$ cat config.mk
export PLATFORM = sky130hd
export DESIGN_NAME = jbs_tap
export DESIGN_NICKNAME = d
export VERILOG_FILES = /design/src/include/jbs_pkg.sv /design/src/design/jbs_sync.sv /design/src/design/jbs_tap.sv
export SDC_FILE = /design/constraint.sdc
export NUM_CORES = 1
export LEC_CHECK = 0
export ABC_CLOCK_PERIOD_IN_PS = 3000
export BUFFER_PORTS_ARGS = -buffer_cell sky130_fd_sc_hd__buf_4
export CORE_MARGIN = 4
export CORE_UTILIZATION = 53
export CTS_CLUSTER_DIAMETER = 80
export DETAILED_ROUTE_END_ITERATION = 10
export HOLD_SLACK_MARGIN = 0.08
export PLACE_DENSITY = 0.76
export SYNTH_ARGS = -nofsm -noshare
export SYNTH_HDL_FRONTEND = slang
export SYNTH_SLANG_ARGS = --single-unit
$ cat constraint.sdc
create_clock -name clk -period 3 [get_ports clk]
set_input_delay 0.15 -clock clk [delete_from_list [all_inputs] [get_ports clk]]
set_output_delay 0.15 -clock clk [all_outputs]
set_load 0.01 [all_outputs]
$ cat src/include/jbs_pkg.sv
// jbs_pkg: constants and state type for the test port block.
// assumes a single system clock; the test clock is sampled as data.
package jbs_pkg;
  localparam int IR_WIDTH = 3;
  localparam logic [2:0] IR_CAPTURE_PATTERN = 3'h4;
  localparam logic [2:0] IR_EXTEST = 3'h0;
  localparam logic [2:0] IR_SAMPLE = 3'h1;
  localparam logic [2:0] IR_IDCODE = 3'h2;
  localparam logic [2:0] IR_BYPASS = 3'h7;
  localparam int BSR_LENGTH = 99;
  localparam int HZ6_POS = 87;
  localparam int RC6_POS = 88;
  localparam int CH6_RX_POSITIVE_DATA_OUT_POS = 86;
  localparam int CH6_RX_NEGATIVE_DATA_OUT_POS = 85;
  localparam int IDCODE_WIDTH = 32;
  localparam int RESET_TMS_EDGES = 5;

  typedef enum logic [3:0] {
    JBS_RESET = 4'h0, JBS_IDLE = 4'h1, JBS_SEL_DR = 4'h3, JBS_CAP_DR = 4'h2,
    JBS_SHIFT_DR = 4'h6, JBS_EXIT1_DR = 4'h7, JBS_PAUSE_DR = 4'h5, JBS_EXIT2_DR = 4'h4,
    JBS_UPD_DR = 4'hc, JBS_SEL_IR = 4'hd, JBS_CAP_IR = 4'hf, JBS_SHIFT_IR = 4'he,
    JBS_EXIT1_IR = 4'ha, JBS_PAUSE_IR = 4'hb, JBS_EXIT2_IR = 4'h9, JBS_UPD_IR = 4'h8
  } jbs_state_type;
endpackage : jbs_pkg

$ cat src/design/jbs_sync.sv
// jbs_sync: two-flop synchroniser plus edge detect on the second stage.
// assumes the input is asynchronous to clk.
`timescale 1ns/1ns
module jbs_sync (
  input wire logic clk,
  input wire logic resetn,
  input wire logic pin,
  output logic level,
  output logic rise,
  output logic fall
);
  logic meta;
  logic stable;
  logic prev;
  always_ff @(posedge clk or negedge resetn) begin
    if (!resetn) begin
      meta <= 1'b0;
      stable <= 1'b0;
      prev <= 1'b0;
    end else begin
      meta <= pin;
      stable <= meta;
      prev <= stable;
    end
  end
  assign level = stable;
  assign rise = stable & ~prev;
  assign fall = ~stable & prev;
endmodule : jbs_sync

$ cat src/design/jbs_tap.sv
// jbs_tap: test access port controller with instruction, bypass, id and boundary scan.
// assumes tck, tms, tdi come from a pin; tck is far slower than clk.
// Notes on behaviour
// RULE1: cell 87 at 0 enables channel 6 outputs
// RULE2: cell 87 at 1 floats channel 6 outputs
// RULE3: sixteen-state machine, steps on tck rise
// RULE4: reset state: normal mode, load idcode
// RULE5: five tms-high edges always reach reset
// RULE6: power-up reset lands in reset state
// RULE7: idle holds on low, high to select-dr
// RULE8: select-dr: low capture, high select-ir
// RULE9: capture-dr loads pins for extest/sample
// RULE10: capture-dr: high exit1, low shift
// RULE11: shift-dr moves data toward tdo
// RULE12: exit1-dr: high update, low pause
// RULE13: transient states keep instruction and data
// RULE14: pause-dr holds, exit2-dr to update/shift
// RULE15: update-dr latches boundary outputs on fall
// RULE16: capture-ir loads pattern 100
// RULE17: update-ir latches instruction on fall
// RULE18: update states: low idle, high select-dr
`timescale 1ns/1ns
module jbs_tap #(
  parameter int BSR_LEN = jbs_pkg::BSR_LENGTH,
  parameter logic [31:0] ID_VALUE = 32'h00000001 // arbitrary neutral code
) (
  input wire logic clk,
  input wire logic resetn,
  input wire logic tck,
  input wire logic tms,
  input wire logic tdi,
  output logic tdo,
  output logic tdo_oe,
  input wire logic [BSR_LEN-1:0] pin_levels,
  input wire logic ch6_core_positive_data,
  input wire logic ch6_core_negative_data,
  input wire logic ch6_core_recovered_clock,
  output logic ch6_rx_positive_data_out,
  output logic ch6_rx_negative_data_out,
  output logic ch6_rx_recovered_clock_out,
  output logic ch6_rx_output_oe,
  output logic test_mode,
  output jbs_pkg::jbs_state_type tap_state
);
  // chain must reach past the channel 6 cells
  if (BSR_LEN <= jbs_pkg::RC6_POS) begin : g_bad_length
    $error("boundary chain too short");
  end

  logic tck_rise;
  logic tck_fall;
  logic tms_s;
  logic tdi_s;
  logic tck_s;

  jbs_sync u_tck (.clk(clk), .resetn(resetn), .pin(tck), .level(tck_s),
    .rise(tck_rise), .fall(tck_fall));
  jbs_sync u_tms (.clk(clk), .resetn(resetn), .pin(tms), .level(tms_s),
    .rise(), .fall());
  jbs_sync u_tdi (.clk(clk), .resetn(resetn), .pin(tdi), .level(tdi_s),
    .rise(), .fall());

  jbs_pkg::jbs_state_type state;
  jbs_pkg::jbs_state_type next_state;
  logic [2:0] ir_shift;
  logic [2:0] next_ir_shift;
  logic [2:0] ir;
  logic [2:0] next_ir;
  logic [BSR_LEN-1:0] bsr_shift;
  logic [BSR_LEN-1:0] next_bsr_shift;
  logic [BSR_LEN-1:0] bsr_out;
  logic [BSR_LEN-1:0] next_bsr_out;
  logic [31:0] id_shift;
  logic [31:0] next_id_shift;
  logic bypass;
  logic next_bypass;
  logic tdo_q;
  logic next_tdo_q;
  logic tdo_en;
  logic next_tdo_en;

  function automatic logic bsr_selected(input logic [2:0] instr);
    return (instr == jbs_pkg::IR_EXTEST) || (instr == jbs_pkg::IR_SAMPLE);
  endfunction : bsr_selected

  always_comb begin
    next_state = state;
    if (tck_rise) begin
      case (state) // RULE3
        jbs_pkg::JBS_RESET: // RULE5
          next_state = tms_s ? jbs_pkg::JBS_RESET : jbs_pkg::JBS_IDLE;
        jbs_pkg::JBS_IDLE: // RULE7
          next_state = tms_s ? jbs_pkg::JBS_SEL_DR : jbs_pkg::JBS_IDLE;
        jbs_pkg::JBS_SEL_DR: // RULE8
          next_state = tms_s ? jbs_pkg::JBS_SEL_IR : jbs_pkg::JBS_CAP_DR;
        jbs_pkg::JBS_CAP_DR: // RULE10
          next_state = tms_s ? jbs_pkg::JBS_EXIT1_DR : jbs_pkg::JBS_SHIFT_DR;
        jbs_pkg::JBS_SHIFT_DR: // RULE11
          next_state = tms_s ? jbs_pkg::JBS_EXIT1_DR : jbs_pkg::JBS_SHIFT_DR;
        jbs_pkg::JBS_EXIT1_DR: // RULE12
          next_state = tms_s ? jbs_pkg::JBS_UPD_DR : jbs_pkg::JBS_PAUSE_DR;
        jbs_pkg::JBS_PAUSE_DR: // RULE14
          next_state = tms_s ? jbs_pkg::JBS_EXIT2_DR : jbs_pkg::JBS_PAUSE_DR;
        jbs_pkg::JBS_EXIT2_DR: // RULE14
          next_state = tms_s ? jbs_pkg::JBS_UPD_DR : jbs_pkg::JBS_SHIFT_DR;
        jbs_pkg::JBS_UPD_DR: // RULE18
          next_state = tms_s ? jbs_pkg::JBS_SEL_DR : jbs_pkg::JBS_IDLE;
        jbs_pkg::JBS_SEL_IR: // RULE5
          next_state = tms_s ? jbs_pkg::JBS_RESET : jbs_pkg::JBS_CAP_IR;
        jbs_pkg::JBS_CAP_IR: next_state = tms_s ? jbs_pkg::JBS_EXIT1_IR : jbs_pkg::JBS_SHIFT_IR;
        jbs_pkg::JBS_SHIFT_IR: next_state = tms_s ? jbs_pkg::JBS_EXIT1_IR : jbs_pkg::JBS_SHIFT_IR;
        jbs_pkg::JBS_EXIT1_IR: next_state = tms_s ? jbs_pkg::JBS_UPD_IR : jbs_pkg::JBS_PAUSE_IR;
        jbs_pkg::JBS_PAUSE_IR: next_state = tms_s ? jbs_pkg::JBS_EXIT2_IR : jbs_pkg::JBS_PAUSE_IR;
        jbs_pkg::JBS_EXIT2_IR: next_state = tms_s ? jbs_pkg::JBS_UPD_IR : jbs_pkg::JBS_SHIFT_IR;
        jbs_pkg::JBS_UPD_IR: next_state = tms_s ? jbs_pkg::JBS_SEL_DR : jbs_pkg::JBS_IDLE; // RULE18
        default: next_state = jbs_pkg::JBS_RESET;
      endcase
    end
  end

  // registers change only in reset, capture, shift and update, except tdo_q and tdo_en, which load on every tck fall in any state
  always_comb begin
    next_ir_shift = ir_shift;
    next_ir = ir;
    next_bsr_shift = bsr_shift;
    next_bsr_out = bsr_out;
    next_id_shift = id_shift;
    next_bypass = bypass;
    next_tdo_q = tdo_q;
    next_tdo_en = tdo_en;
    if (state == jbs_pkg::JBS_RESET) begin
      next_ir = jbs_pkg::IR_IDCODE; // RULE4
    end
    if (tck_rise) begin // RULE13
      case (state)
        jbs_pkg::JBS_CAP_DR: begin
          if (bsr_selected(ir)) next_bsr_shift = pin_levels; // RULE9
          next_id_shift = ID_VALUE;
          next_bypass = 1'b0;
        end
        jbs_pkg::JBS_SHIFT_DR: begin // RULE11
          if (bsr_selected(ir)) next_bsr_shift = {tdi_s, bsr_shift[BSR_LEN-1:1]};
          else if (ir == jbs_pkg::IR_IDCODE) next_id_shift = {tdi_s, id_shift[31:1]};
          else next_bypass = tdi_s;
        end
        jbs_pkg::JBS_CAP_IR: next_ir_shift = jbs_pkg::IR_CAPTURE_PATTERN; // RULE16
        jbs_pkg::JBS_SHIFT_IR: next_ir_shift = {tdi_s, ir_shift[2:1]};
        default: begin
        end
      endcase
    end
    if (tck_fall) begin
      next_tdo_en = (state == jbs_pkg::JBS_SHIFT_DR) || (state == jbs_pkg::JBS_SHIFT_IR);
      if (state == jbs_pkg::JBS_SHIFT_IR) next_tdo_q = ir_shift[0];
      else if (bsr_selected(ir)) next_tdo_q = bsr_shift[0];
      else if (ir == jbs_pkg::IR_IDCODE) next_tdo_q = id_shift[0];
      else next_tdo_q = bypass;
      if (state == jbs_pkg::JBS_UPD_DR && bsr_selected(ir)) next_bsr_out = bsr_shift; // RULE15
      if (state == jbs_pkg::JBS_UPD_IR) next_ir = ir_shift; // RULE17
    end
  end

  always_ff @(posedge clk or negedge resetn) begin
    if (!resetn) begin
      state <= jbs_pkg::JBS_RESET; // RULE6
      ir_shift <= 3'h0;
      ir <= jbs_pkg::IR_IDCODE;
      bsr_shift <= '0;
      bsr_out <= '0;
      id_shift <= 32'h0;
      bypass <= 1'b0;
      tdo_q <= 1'b0;
      tdo_en <= 1'b0;
    end else begin
      state <= next_state;
      ir_shift <= next_ir_shift;
      ir <= next_ir;
      bsr_shift <= next_bsr_shift;
      bsr_out <= next_bsr_out;
      id_shift <= next_id_shift;
      bypass <= next_bypass;
      tdo_q <= next_tdo_q;
      tdo_en <= next_tdo_en;
    end
  end

  // only extest drives pins from the chain; otherwise core owns them
  assign test_mode = (ir == jbs_pkg::IR_EXTEST);
  assign tap_state = state;
  assign tdo = tdo_q;
  assign tdo_oe = tdo_en;
  assign ch6_rx_positive_data_out = test_mode ? bsr_out[jbs_pkg::CH6_RX_POSITIVE_DATA_OUT_POS]
                                              : ch6_core_positive_data;
  assign ch6_rx_negative_data_out = test_mode ? bsr_out[jbs_pkg::CH6_RX_NEGATIVE_DATA_OUT_POS]
                                              : ch6_core_negative_data;
  assign ch6_rx_recovered_clock_out = test_mode ? bsr_out[jbs_pkg::RC6_POS]
                                                : ch6_core_recovered_clock;
  // ch6_rx_output_tristate_cell: 0 drives, 1 floats
  assign ch6_rx_output_oe = test_mode ? ~bsr_out[jbs_pkg::HZ6_POS] : 1'b1; // RULE1 RULE2

  // saturating count of tck rises with tms high, feeds the reset check only
  logic [2:0] tms_high_count;
  logic [2:0] next_tms_high_count;
  always_comb begin
    next_tms_high_count = tms_high_count;
    if (tck_rise && !tms_s) begin
      next_tms_high_count = 3'h0;
    end else if (tck_rise && tms_high_count != 3'(jbs_pkg::RESET_TMS_EDGES)) begin
      next_tms_high_count = tms_high_count + 3'h1;
    end
  end
  always_ff @(posedge clk or negedge resetn) begin
    if (!resetn) begin
      tms_high_count <= 3'h0;
    end else begin
      tms_high_count <= next_tms_high_count;
    end
  end

  property p_five_tms_reset;
    @(posedge clk) disable iff (!resetn)
      (tms_high_count == 3'(jbs_pkg::RESET_TMS_EDGES)) |-> state == jbs_pkg::JBS_RESET;
  endproperty
  a_five_tms_reset: assert property (p_five_tms_reset) else $error("no reset after 5 tms"); // RULE5

  property p_idle_hold;
    @(posedge clk) disable iff (!resetn)
      (state == jbs_pkg::JBS_IDLE && tck_rise && !tms_s) |=> state == jbs_pkg::JBS_IDLE;
  endproperty
  a_idle_hold: assert property (p_idle_hold) else $error("idle left with tms low"); // RULE7

  property p_sel_dr;
    @(posedge clk) disable iff (!resetn) (state == jbs_pkg::JBS_SEL_DR && tck_rise)
      |=> state == ($past(tms_s) ? jbs_pkg::JBS_SEL_IR : jbs_pkg::JBS_CAP_DR);
  endproperty
  a_sel_dr: assert property (p_sel_dr) else $error("bad select-dr step"); // RULE8

  property p_cap_ir;
    @(posedge clk) disable iff (!resetn)
      (state == jbs_pkg::JBS_CAP_IR && tck_rise) |=> ir_shift == jbs_pkg::IR_CAPTURE_PATTERN;
  endproperty
  a_cap_ir: assert property (p_cap_ir) else $error("capture-ir pattern wrong"); // RULE16

  property p_ir_stable;
    @(posedge clk) disable iff (!resetn)
      (state != jbs_pkg::JBS_UPD_IR && state != jbs_pkg::JBS_RESET) |=> $stable(ir);
  endproperty
  a_ir_stable: assert property (p_ir_stable) else $error("instruction changed"); // RULE13

  property p_bsr_out;
    @(posedge clk) disable iff (!resetn)
      !(state == jbs_pkg::JBS_UPD_DR && tck_fall) |=> $stable(bsr_out);
  endproperty
  a_bsr_out: assert property (p_bsr_out) else $error("boundary output moved"); // RULE15

  property p_hz6;
    @(posedge clk) disable iff (!resetn)
      test_mode |-> ch6_rx_output_oe == !bsr_out[jbs_pkg::HZ6_POS];
  endproperty
  a_hz6: assert property (p_hz6) else $error("channel 6 enable wrong"); // RULE1

  property p_reset_ir;
    @(posedge clk) disable iff (!resetn)
      state == jbs_pkg::JBS_RESET |=> ir == jbs_pkg::IR_IDCODE;
  endproperty
  a_reset_ir: assert property (p_reset_ir) else $error("reset did not load idcode"); // RULE4
endmodule : jbs_tap

==> Word-level counts from Yosys, hierarchy flattened <==
Cells that the tools add are included.
{ "classes": {"n_shift": 0, "mux": 33, "addsub": 0, "reduce_logical": 15, "n_eq_ne": 22, "bitwise_logic": 5, "n_lt_le_gt_ge": 0, "mul": 0, "n_div": 0} }
{ "op_table": {"columns": ["cell", "n"], "rows": [
  ["99-bit two-way mux", 2],
  ["99-bit case mux with 2 select lines", 1],
  ["32-bit two-way mux", 2],
  ["32-bit case mux with 2 select lines", 1],
  ["4-bit case mux with 12 select lines", 1],
  ["4-bit equality test, second input constant", 8],
  ["4-bit by 3-bit equality test with 1-bit output, second input constant", 4],
  ["4-bit two-way mux", 4],
  ["3-bit two-way mux", 5],
  ["1-bit two-way mux", 12],
  ["4-bit AND reduction", 3],
  ["2-bit inequality test, second input constant", 5],
  ["4-bit by 2-bit equality test with 1-bit output, second input constant", 2],
  ["2-bit two-way mux", 3],
  ["3-bit case mux with 2 select lines", 1],
  ["4-bit by 1-bit equality test with 1-bit output, second input constant", 1],
  ["4-bit zero test", 1],
  ["2-bit AND reduction", 2],
  ["2-bit nonzero test", 2],
  ["2-bit OR reduction", 2],
  ["3-bit by 1-bit equality test with 1-bit output, second input constant", 1],
  ["3-bit by 2-bit equality test with 1-bit output, second input constant", 1],
  ["3-bit zero test", 1],
  ["1-bit NOT", 3],
  ["other kinds (5)", 7]
]} }
{ "word_totals": {"output_inout_bits": 11, "reg_bits": 240, "inputBits": 107, "n_memories": 0, "latch_bits": 0, "mem_bits_ro": 0, "ram_bits": 0} }

==> Depth between registers and ports, before layout <==
Gate-level depths: netlist of run 1.
{ "depth": {"depth_word": 4, "mapped_depth": 8} }

==> Cells and area by module <==
From an unflattened synthesis of run 1, not the netlist that was laid out.
{ "unflattened": {"cells_unflattened": 700, "area_unflattened_um2": 7155.6} }
{ "modules_own_cells": {"columns": ["mod", "area_each_um2", "cells_each", "instances"], "rows": [
  ["jbs_tap", 6885.4, 685, 1],
  ["jbs_sync", 90.1, 5, 3]
]} }

==> Worst setup path before layout of run 1 <==
No wires, ideal clock.
{ "synth_path": {"path_kind": "reg-to-reg", "start": "register state[3] (netlist: tap_state[3])", "end": "register bsr_shift[41]", "period_less_slack_ns": 1.672, "slack_ns": 1.328, "n_path_buf": 4, "path_stages_with_launch": 9, "t_required_ns": 2.868, "t_arrival_ns": 1.540, "setup_time_ns": 0.132, "cell_sequence": "dfrtp_1 buf_2 nor2_2 nand4_2 buf_2 buf_6 buf_2 nand2_1 o21ai_1"} }
{ "synth_via": {"elab_chain_len": 3} }
{ "synth_lines": {"columns": ["element", "line", "text"], "rows": [
  ["start: declaration", "jbs_tap.sv:63", "jbs_pkg::jbs_state_type state;"],
  ["start signal: assignment", "jbs_tap.sv:165", "state <= jbs_pkg::JBS_RESET;"],
  ["start signal: assignment", "jbs_tap.sv:175", "state <= next_state;"],
  ["4-bit by 2-bit equality test with 1-bit output / 4-bit by 3-bit equality test with 1-bit output (equally long branches)", "jbs_tap.sv:135", "case (state)"],
  ["2-bit inequality test (no source line) / 2-bit nonzero test (equally long branches)", null, null],
  ["4-bit AND reduction (no source line)", null, null],
  ["end signal: assignment", "jbs_tap.sv:178", "bsr_shift <= next_bsr_shift;"],
  ["end: declaration", "jbs_tap.sv:69", "logic [BSR_LEN-1:0] bsr_shift;"]
]} }
Parallel ways exist; a longest one is shown, timed or not.
A chain may end at the register's enable or synchronous reset.

==> Final worst setup path of run 1 <==
{ "layout_path": {"start": "register state[1] (netlist: tap_state[1])", "end": "register bsr_shift[4]"} }
The elaborated chain is that of the path after synthesis.

==> flow_summary.json, run 1 <==
{
  "synth_seq_cells": 155,
  "power_density_nw_per_um2": 709.6,
  "path_class": "flip-flop to flip-flop",
  "clk_pin_slew_ns": 0.06,
  "fin_crit_sh_pct": 76.06,
  "synth_fp_nets": 800,
  "synth_top_cell_by_area": "dfrtp_1",
  "synthAdderAreaFrac_pct": 0,
  "hold_viol_final": 0,
  "setup-violations-final": 0,
  "synth_seq_area_share_pct": 55.25,
  "root_buffer": "clkbuf_16",
  "cp_max_fo": 36,
  "drive_gt1_share_pct": 19.11,
  "ir_drop_mv": 0.4156,
  "synth.top_cell.area_share_pct": 54.87,
  "crit_path_end_kind": "flip-flop",
  "fmax_mhz": 438.2,
  "whs_ns": 0.1507,
  "cts.repair.resized": 0,
  "fp.dieH_um": 123.1,
  "antenna_found_initial": 1,
  "synth_simple_gate_area_share_pct": 12.28,
  "ys_warn_count": 0,
  "synth_area_leaders": "dfrtp_1, mux2i_1, nand2_1, o21ai_0, o21ai_1",
  "gr-total-overflow": 0,
  "worst_slew_pin_slew_ns": 0.7042,
  "seqCellArea_um2": 3880,
  "cp.required_ns": 3.28,
  "cts_setup_buffers": 0,
  "synth_xor_area_share_pct": 0,
  "grt_max_degree": 102,
  "io_buffers": 117,
  "fin_setup_tns_ns": 0,
  "p_total_mw": 6.804,
  "multi_input_area_um2": 2861,
  "avgSynthCellArea_um2": 10.13,
  "hold_class": "primary input to flip-flop",
  "fin_skew_ns": 0.007216,
  "leakage_nw": 4.211,
  "grt_pass1_wl_um": 28280,
  "vias_per_cell": 5.339,
  "min_period_ns": 2.282,
  "ios": 118,
  "synth_top_family_by_area": "multiplexers",
  "synth.area.mux_share_pct": 15.23,
  "max-cap-violations": 0,
  "slew_headroom_pct": 52.69,
  "h-tree-depth": 4,
  "place_hpwl_um": 9677,
  "cts_tree": "yes",
  "crit_arrival_ns": 2.57,
  "drt_iter0_markers": 453,
  "clk-insertion-delay-late_ns": 0.42,
  "synthCells": 693,
  "status": "completed",
  "vias": 5729,
  "rsz0062_at_grt": "no",
  "syn_to_final_growth_pct": 36.52,
  "clockBufferDepth": 2,
  "core_area_um2": 12770,
  "grt_use_total_pct": 23.75,
  "drcViolationCount": 0,
  "critPathLaunchType": "flip-flop",
  "synth_cell_types": 47,
  "finalNetCount": 997,
  "routed_wirelength_um": 16890,
  "numCtsBuffers": 17,
  "die_area_um2": 15160,
  "dr.pass1.iters": 5,
  "start_util_pct": 54.98,
  "num_rows": 41,
  "grt_pass1_vias": 5861,
  "die_w_um": 123.1,
  "synth-compound-area-share_pct": 12.86,
  "fillers": 793,
  "cts_sinks": 155,
  "finalMaxSlewViolations": 0,
  "synth_area_um2": 7023,
  "wire_per_inst_um": 15.74,
  "gp_congestion": 0.8113,
  "final_antenna_net_count": 0
}
==> registers in the layout, summed over array words and instances, names as in the netlist, 3 cells and up <==
| name | cells |
|---|---|
| bsr_shift | 99 |
| id_shift | 32 |
| ir | 3 |
| ir_shift | 3 |
| tap_state | 4 |
| bsr_out | 4 |
==> area by class of cell <==
class | count | share of cell area [%]
Antenna cell | 1 | 0.02610
Inverter | 5 | 0.1957
Clock inverter | 9 | 1.279
Tap cell | 172 | 2.245
Multi-Input combinational cell | 480 | 29.84
Clock buffer | 20 | 4.763
Sequential cell | 155 | 40.47
Timing Repair Buffer | 231 | 21.18
==> through the flow <==
step           utilization [%]  instance area [um2]  setup WS, ns  cells
2_1_floorplan                -                 7023         1.328    693
3_3_place_gp             62.51                 7985        0.9138    941
3_5_place_dp             62.51                 7985        0.8099    941
4_1_cts                  75.04                 9585        0.7441   1072
5_1_grt                  75.06                 9588        0.5381   1073
6_report                 75.06                 9588        0.7181   1073
==> per-layer routing <==
metal	wire length, um	part of all wire (%)	global-route usage, %
met3	758	4.5	5.718
met2	8735	52	39.77
met1	6980	41	30.02
met4	411	2.4	9.204
met5	0	0	0
==> repair_timing <==
item,CTS,global route
hold buffers,102,0
setup endpoints to repair,0,0
endpoints found under the hold margin,171,0
==> worst max-delay path, cell delays in order, from the launching register on <==
cell and delay [ns]:
dfrtp_1 0.71, inv_1 0.17, nor4_2 0.17, buf_4 0.19
buf_4 0.47, mux2i_1 0.31, o21ai_1 0.09
==> synthesized netlist by cell type, drive strengths merged <==
cell	number
nand3	4
o32ai	1
nand4	3
nand2b	5
a21oi	9
mux2	7
o21a	1
a31oi	4
nor3	3
o31ai	1
o211ai	2
dfrtp	154
inv	5
or4	1
a41o	1
dfstp	1
a21boi	1
nor4bb	1
a22o	3
o41ai	1
nor4	1
o221ai	1
nand3b	2
o21ai	136
nor3b	1
and2	1
buf	30
nor2	11
a211oi	1
a22oi	2
clkbuf	23
a21o	1
mux2i	99
nor4b	1
nand2	170
nor2b	3
o2111ai	1
and3	1
==> worst paths after layout <==
check,from,endpoint,slack (ns),depth (start not counted)
worst max-delay path,tap_state[1],bsr_shift[4],0.72,6
worst min-delay path,pin_levels[73],bsr_shift[73],0.15,3
worst max register to register,tap_state[1],bsr_shift[4],0.72,6
worst min register to register,u_tms.meta,u_tms.level,0.35,0
max in group asynchronous,resetn,bsr_shift[28],1.88,3
min in group asynchronous,resetn,bsr_shift[95],0.32,2
==> cells in the final DEF (no fill, tap or decap), types with 2 or more instances in the layout <==
| cell type | Yosys | routed |
|---|---|---|
| o211ai_1 | 2 | 2 |
| clkbuf_8 | 0 | 2 |
| nor2_1 | 10 | 10 |
| nor3_1 | 3 | 3 |
| nand2_1 | 169 | 169 |
| a31oi_1 | 4 | 4 |
| o21ai_0 | 80 | 80 |
| clkbuf_16 | 0 | 17 |
| mux2_2 | 7 | 7 |
| buf_4 | 5 | 125 |
| clkinv_2 | 0 | 5 |
| bufinv_16 | 0 | 3 |
| mux2i_1 | 99 | 99 |
| nand2b_1 | 5 | 5 |
| nand3_1 | 4 | 4 |
| nand3b_1 | 2 | 2 |
| nand4_1 | 2 | 2 |
| a21oi_1 | 9 | 9 |
| nor2b_1 | 3 | 3 |
| buf_12 | 0 | 3 |
| dfrtp_1 | 154 | 154 |
| o21ai_1 | 56 | 56 |
| inv_1 | 4 | 4 |
| a22o_1 | 3 | 3 |
| dlygate4sd3_1 | 0 | 102 |
| a22oi_1 | 2 | 2 |
==> kinds of logic (layout without fill, tap and decap cells) <==
| kind of cell | after synthesis | count (layout) |
|---|---|---|
| AO/OA/AOI/OAI | 166 | 166 |
| buffers and inverters | 58 | 265 |
| flip-flops | 155 | 155 |
| multiplexers | 106 | 106 |
| other | 0 | 1 |
| AND/OR/NAND/NOR | 208 | 208 |
==> report_power, final <==
group	total [mW]	switching, mW	internal, mW
Clock	2.11	0.781	1.33
Sequential	3.28	0.530	2.75
Combinational	1.41	0.703	0.708
Note: power is estimated with default switching activity, not from simulation.
==> inputs of run 2 (changes only) <==
--- a/config.mk
+++ b/config.mk
@@ -5,10 +5,11 @@
 export SDC_FILE = /design/constraint.sdc
 export NUM_CORES = 1
 export LEC_CHECK = 0
-export ABC_CLOCK_PERIOD_IN_PS = 3000
+export ABC_AREA = 1
+export ABC_CLOCK_PERIOD_IN_PS = 1920
 export BUFFER_PORTS_ARGS = -buffer_cell sky130_fd_sc_hd__buf_4
 export CORE_MARGIN = 4
-export CORE_UTILIZATION = 53
+export CORE_UTILIZATION = 51
 export CTS_CLUSTER_DIAMETER = 80
 export DETAILED_ROUTE_END_ITERATION = 10
 export HOLD_SLACK_MARGIN = 0.08
==> constraint.sdc (replaced) <==
create_clock -name clk -period 1.92 [get_ports clk]
set_input_delay 0.096 -clock clk [delete_from_list [all_inputs] [get_ports clk]]
set_output_delay 0.096 -clock clk [all_outputs]
set_load 0.01 [all_outputs]
==> run 2 against run 1 <==
Clock power is 58% higher; utilization is 3.1 points lower; via count is 14% higher; critical path depth is 2 higher; cell area is 4.2% higher; sequential cell count stayed put; non-clock buffer count is 10 higher; synthesized cell count is 22% higher; first-iteration DRC count is 6.4% lower; clock-buffer cell count is 2 higher; die area is 6.4% higher; worst setup slack worse by 0.62 ns; largest power group unchanged; highest routed layer unchanged.
==> flow_summary.json, run 2 <==
{
  "dpl-instance-area_um2": 8312,
  "wire_per_inst_um": 14.64,
  "clk-insertion-delay-late_ns": 0.43,
  "avgSynthCellArea_um2": 8.528,
  "final_common_cell": "nand2_1",
  "worst_slew_pin_slew_ns": 0.3835,
  "yosysMostFrequentCell": "nand2_1",
  "fin_skew_ns": 0.008057,
  "final_util_pct": 71.97,
  "grt_pass1_vias": 6323,
  "hold_class": "primary input to asynchronous set/reset pin",
  "max-cap-violations": 0,
  "reg_top3": "bsr_shift x99, id_shift x32",
  "fin_crit_sh_pct": 94.93,
  "r2r_start": "tap_state[0]",
  "synth_edf_count": 0,
  "cts_sinks": 155,
  "synthAdderAreaFrac_pct": 0,
  "rsz0062_at_grt": "yes",
  "synth_fp_nets": 954,
  "final_antenna_net_count": 0,
  "pre_cts_slack_ns": 0.1522,
  "p_total_mw": 10.19,
  "leakage_nw": 4.577,
  "synth_seq_cells": 155,
  "grt_use_total_pct": 23.22,
  "power_density_nw_per_um2": 1020,
  "min_period_ns": 1.823,
  "clockBufferDepth": 2,
  "fmax_mhz": 548.7,
  "largest_reg_flops": 99,
  "cp_max_fo": 25,
  "grt_max_degree": 104,
  "synthFlopType": "dfrtp_1",
  "drcViolationCount": 0,
  "num_rows": 43,
  "stdcell_count": 1250,
  "synth_seq_area_share_pct": 53.72,
  "drt_iter0_markers": 424,
  "gp_congestion": 0.9022,
  "synthCells": 847,
  "vias": 6553,
  "synth_top_cell_by_area": "dfrtp_1",
  "crit_path_end_kind": "flip-flop",
  "dpl.cell_count": 1112,
  "hold_viol_final": 0,
  "fin_setup_tns_ns": 0,
  "io_buffers": 117,
  "ios": 118,
  "vias_per_cell": 5.242,
  "h-tree-depth": 4,
  "fillers": 1009,
  "cts_setup_buffers": 0,
  "root_buffer": "clkbuf_16",
  "async_flop_share_pct": 100.0,
  "slew_headroom_pct": 74.43,
  "die_area_um2": 16130,
  "setup-violations-final": 0,
  "synth.area.mux_share_pct": 0,
  "core_area_um2": 13880,
  "synth_top_family_by_area": "compound AO/OA/AOI/OAI gates",
  "synth_area_um2": 7223,
  "routed_wirelength_um": 18300,
  "critPathLaunchType": "flip-flop",
  "setup_ws_ns": 0.09735,
  "cp.required_ns": 2.19,
  "fp.dieH_um": 127.0,
  "synth_xor_area_share_pct": 0,
  "antenna_found_initial": 2,
  "crit_arrival_ns": 2.09,
  "status": "completed",
  "synth_cell_types": 24,
  "dr.pass1.iters": 5,
  "syn_to_final_growth_pct": 38.30,
  "path_class": "flip-flop to flip-flop",
  "finalMaxSlewViolations": 0,
  "rr_worst_depth": 8,
  "rrSetupSlack_ns": 0.1,
  "synth_simple_gate_area_share_pct": 14.52,
  "synth_area_leaders": "dfrtp_1, nand2_1, o211ai_1, o21ai_0, inv_1",
  "gr-total-overflow": 0,
  "numCtsBuffers": 17,
  "place_hpwl_um": 10200,
  "drive_gt1_share_pct": 17.13,
  "die_w_um": 127.0,
  "top_register": "bsr_shift",
  "synth-compound-area-share_pct": 20.79,
  "ir_drop_mv": 0.7370,
  "synth_common_cells": "nand2_1, dfrtp_1, inv_1, o211ai_1, o21ai_0",
  "start_util_pct": 52.04,
  "grt_pass1_wl_um": 30150,
  "final_cell_mix": "nand2_1, dfrtp_1, buf_4",
  "clk_pin_slew_ns": 0.06,
  "finalNetCount": 1162,
  "synth.top_cell.area_share_pct": 53.35,
  "r2r_end": "bsr_shift[10]",
  "ys_warn_count": 0,
  "whs_ns": 0.1375,
  "cts_tree": "yes",
  "fin_area_um2": 9990
}
==> run 2: power by group <==
part / internal (mW) / switching, mW / total, mW
clock: 2.01 / 1.32 / 3.33
sequential: 4.06 / 0.300 / 4.36
combinational: 0.983 / 1.51 / 2.49
total: 7.06 / 3.13 / 10.2
==> run 2: per-layer routing <==
| metal | GRT usage, % | wire length (um) |
|---|---|---|
| met4 | 10.35 | 545 |
| met3 | 5.268 | 868 |
| met1 | 29.64 | 7747 |
| met5 | 0 | 0 |
| met2 | 38.11 | 9143 |
==> run 2: cells by family (layout without fill, tap and decap cells) <==
kind of cell	Yosys count	count (layout)
DFF	155	155
other	0	2
and+or+nand+nor	267	267
AOI/OAI and AO/OA	250	250
buffers and inverters	175	396
==> run 2: worst max-delay path, cell delays in order, from the launching register on <==
cell and delay, ns:
dfrtp_2 0.47, inv_1 0.11, nand2_1 0.12, nor2_4 0.20
buf_12 0.18, buf_16 0.17, nand2_1 0.08, o211ai_1 0.13
o21ai_0 0.20
==> run 2: cell type report <==
class	instances	area, um2	share of cell area (%)
timing repair buffer	241	2266	22.68
tap	180	225.2	2.255
multi-input combinational	517	2560	25.63
antenna	2	5.005	0.05010
clock inverter	10	115.1	1.152
sequential	155	3882	38.87
clock buffer	22	474.2	4.747
inverter	123	461.7	4.622
==> run 2: how the worst max path moves through the flow <==
stage | start | end | slack, ns | cells past startpoint
floorplan | tap_state[0] | bsr_shift[10] | 0.35 | 9
global placement | tap_state[1] | bsr_shift[68] | 0.22 | 8
detailed placement | tap_state[0] | bsr_shift[69] | 0.15 | 7
CTS | ir[2] | ch6_rx_positive_data_out | 0.07 | 7
global route | tap_state[0] | bsr_shift[84] | -0.04 | 7
finish | tap_state[0] | bsr_shift[10] | 0.1 | 8
==> run 2: timing repair <==
| item | in CTS | in global routing |
|---|---|---|
| gates cloned | 0 | 1 |
| hold endpoints to repair | 256 | 0 |
| setup endpoints to repair | 4 | 34 |
| hold buffers | 103 | 0 |
| pin swaps | 0 | 1 |
| resized for setup | 2 | 7 |
==> inputs of run 3 (changes only) <==
--- a/config.mk
+++ b/config.mk
@@ -13,6 +13,7 @@
 export CTS_CLUSTER_DIAMETER = 80
 export DETAILED_ROUTE_END_ITERATION = 10
 export HOLD_SLACK_MARGIN = 0.08
+export MAX_ROUTING_LAYER = met4
 export PLACE_DENSITY = 0.76
 export SYNTH_ARGS = -nofsm -noshare
 export SYNTH_HDL_FRONTEND = slang
==> constraint.sdc (replaced) <==
create_clock -name clk -period 1.92 [get_ports clk]
set_input_delay 0.384 -clock clk [delete_from_list [all_inputs] [get_ports clk]]
set_output_delay 0.384 -clock clk [all_outputs]
set_load 0.01 [all_outputs]
==> run 3 against run 2 <==
The run now ends with design-rule violations left; maximum frequency fell by 2.7%; via count fell by 11%; non-clock buffer count fell by 94; critical path depth fell by 1; first-iteration DRC count fell by 11%; final cell count fell by 7.7%; utilization fell by 7.0 points; clock power barely moved; critical path type is now flip-flop to output pin.
==> flow_summary.json, run 3 (same netlist as run 2, synthesis figures left out) <==
{
  "syn_to_final_growth_pct": 24.82,
  "violations": "design-rule violations",
  "cp.required_ns": 1.54,
  "place_hpwl_um": 10060,
  "finalMaxSlewViolations": 0,
  "fp.dieH_um": 127.0,
  "clkPwrFrac_pct": 33.4,
  "drt_iter0_markers": 376,
  "cp_top_family": "simple AND/OR/NAND/NOR gates",
  "gp_congestion": 0.8353,
  "gr-total-overflow": 0,
  "hold_viol_final": 0,
  "final_cell_mix": "nand2_1, dfrtp_1, buf_4",
  "final_common_cell": "nand2_1",
  "drcViolationCount": 1,
  "stdcell_count": 1154,
  "clk_pin_slew_ns": 0.06,
  "routed_wirelength_um": 14890,
  "final_antenna_net_count": 0,
  "slew_headroom_pct": 62.40,
  "multi_input_area_um2": 2560,
  "min_period_ns": 1.873,
  "fin_skew_ns": 0.01060,
  "core_area_um2": 13880,
  "grt_max_degree": 65,
  "finalNetCount": 1068,
  "p_total_mw": 9.914,
  "intPower_mw": 6.911,
  "cp_common_cell": "nand2_1",
  "pre_cts_slack_ns": 0.1889,
  "seqPwrFrac_pct": 43.7,
  "hold_class": "primary input to flip-flop",
  "io_buffers": 117,
  "antenna_found_initial": 0,
  "fmax_mhz": 534.0,
  "dpl-instance-area_um2": 8334,
  "drive_gt1_share_pct": 19.51,
  "ir_drop_mv": 0.7397,
  "vias": 5813,
  "largest_reg_flops": 99,
  "numCtsBuffers": 17,
  "cp_num_buf_inv": 3,
  "leakage_nw": 4.182,
  "p_switching_mw": 3.004,
  "grt_pass1_wl_um": 25430,
  "vias_per_cell": 5.037,
  "grt_pass1_vias": 5398,
  "swShare_pct": 30.30,
  "clockBufferDepth": 2,
  "cp_max_fo": 6,
  "cts_sinks": 155,
  "cpPeakStageDelay_ns": 0.41,
  "start_util_pct": 52.04,
  "ios": 118,
  "crit_arrival_ns": 1.49,
  "cpMaxStageDelayCell": "dfrtp_1",
  "critPathLaunchType": "flip-flop",
  "fin_area_um2": 9016,
  "h-tree-depth": 4,
  "num_rows": 43,
  "top_register": "bsr_shift",
  "reg_top3": "bsr_shift x99, id_shift x32",
  "path_class": "flip-flop to output pin",
  "setup_ws_ns": 0.04743,
  "die_w_um": 127.0,
  "fin_crit_sh_pct": 97.53,
  "grt_use_total_pct": 19.90,
  "max-cap-violations": 0,
  "antenna_cells": 0,
  "die_area_um2": 16130,
  "crit_path_end_kind": "output pin",
  "root_buffer": "clkbuf_16",
  "cts_tree": "yes",
  "dr.pass1.iters": 7,
  "clk-insertion-delay-late_ns": 0.42,
  "fillers": 1161,
  "wire_per_inst_um": 12.90,
  "rsz0062_at_grt": "yes",
  "worst_slew_pin_slew_ns": 0.5640,
  "cp_cell_sequence": "nor2_2 -> inv_2 -> nor2_4 -> inv_4 -> nand2_1 -> nand2_1 -> buf_6",
  "combPwrFrac_pct": 22.9,
  "setup-violations-final": 0,
  "power_density_nw_per_um2": 1100,
  "status": "finished, violations left",
  "dpl.cell_count": 1115,
  "seqCellArea_um2": 3881
}
[run 3: per-layer routing]
layer	routed length, um	global-route usage [%]	vias to the layer above
li1	-	-	3001
met1	6981	26.99	2678
met2	6973	29.64	119
met3	781	5.268	15
met4	155	6.120	0
met5	0	-	-
[run 3: tightest hold or removal path, delay by kind of cell]
kind | cells | cell delay (ns)
AO/OA/AOI/OAI | 2 | 0.14
buffers and inverters | 1 | 0.07
[run 3: final timing paths]
kind	from	endpoint	slack, ns	cells past startpoint
hold reg to reg	u_tck.meta	u_tck.level	0.36	0
setup reg to reg	ir[2]	bsr_shift[62]	0.14	9
min in group asynchronous	resetn	bsr_out[86]	0.46	2
max in group asynchronous	resetn	id_shift[18]	0.89	3
setup / recovery	ir[2]	ch6_rx_positive_data_out	0.05	7
hold / removal	pin_levels[42]	bsr_shift[42]	0.22	3
[run 3: what timing repair did]
item,in CTS,in global routing
pin swaps,1,1
endpoints found under the hold margin,40,0
setup buffers,3,1
resized for setup,9,1
hold buffers,4,0
gates cloned,0,0
setup endpoints to repair,5,4
[run 3: per-stage QoR]
stage | TNS (ns) | utilization [%] | hold WS, ns
2_1_floorplan | 0 | - | 0.08841
3_3_place_gp | 0 | 60.04 | 0.3298
3_5_place_dp | 0 | 60.04 | 0.3281
4_1_cts | 0 | 64.97 | 0.2034
5_1_grt | -0.1178 | 64.95 | 0.2174
6_report | 0 | 64.95 | 0.2152
[run 3: power by group through the flow]
stage | sequential (mW) | clock (mW) | combinational [mW]
after detailed placement | 4.39 | 0 | 2.22
after CTS | 4.33 | 3.38 | 2.30
after global placement | 4.35 | 0 | 2.17
after global routing | 4.42 | 3.53 | 2.61
after floorplan | 4.34 | 0 | 1.45
final | 4.33 | 3.31 | 2.27
[run 3: area by class of cell]
cell class	count	share of cell area (%)
flip-flops and latches	155	43.05
multi-input cells	517	28.39
repair buffers	147	14.28
inverters	123	5.148
clock buffers	19	5.024
well taps	180	2.498
clock inverters	13	1.610
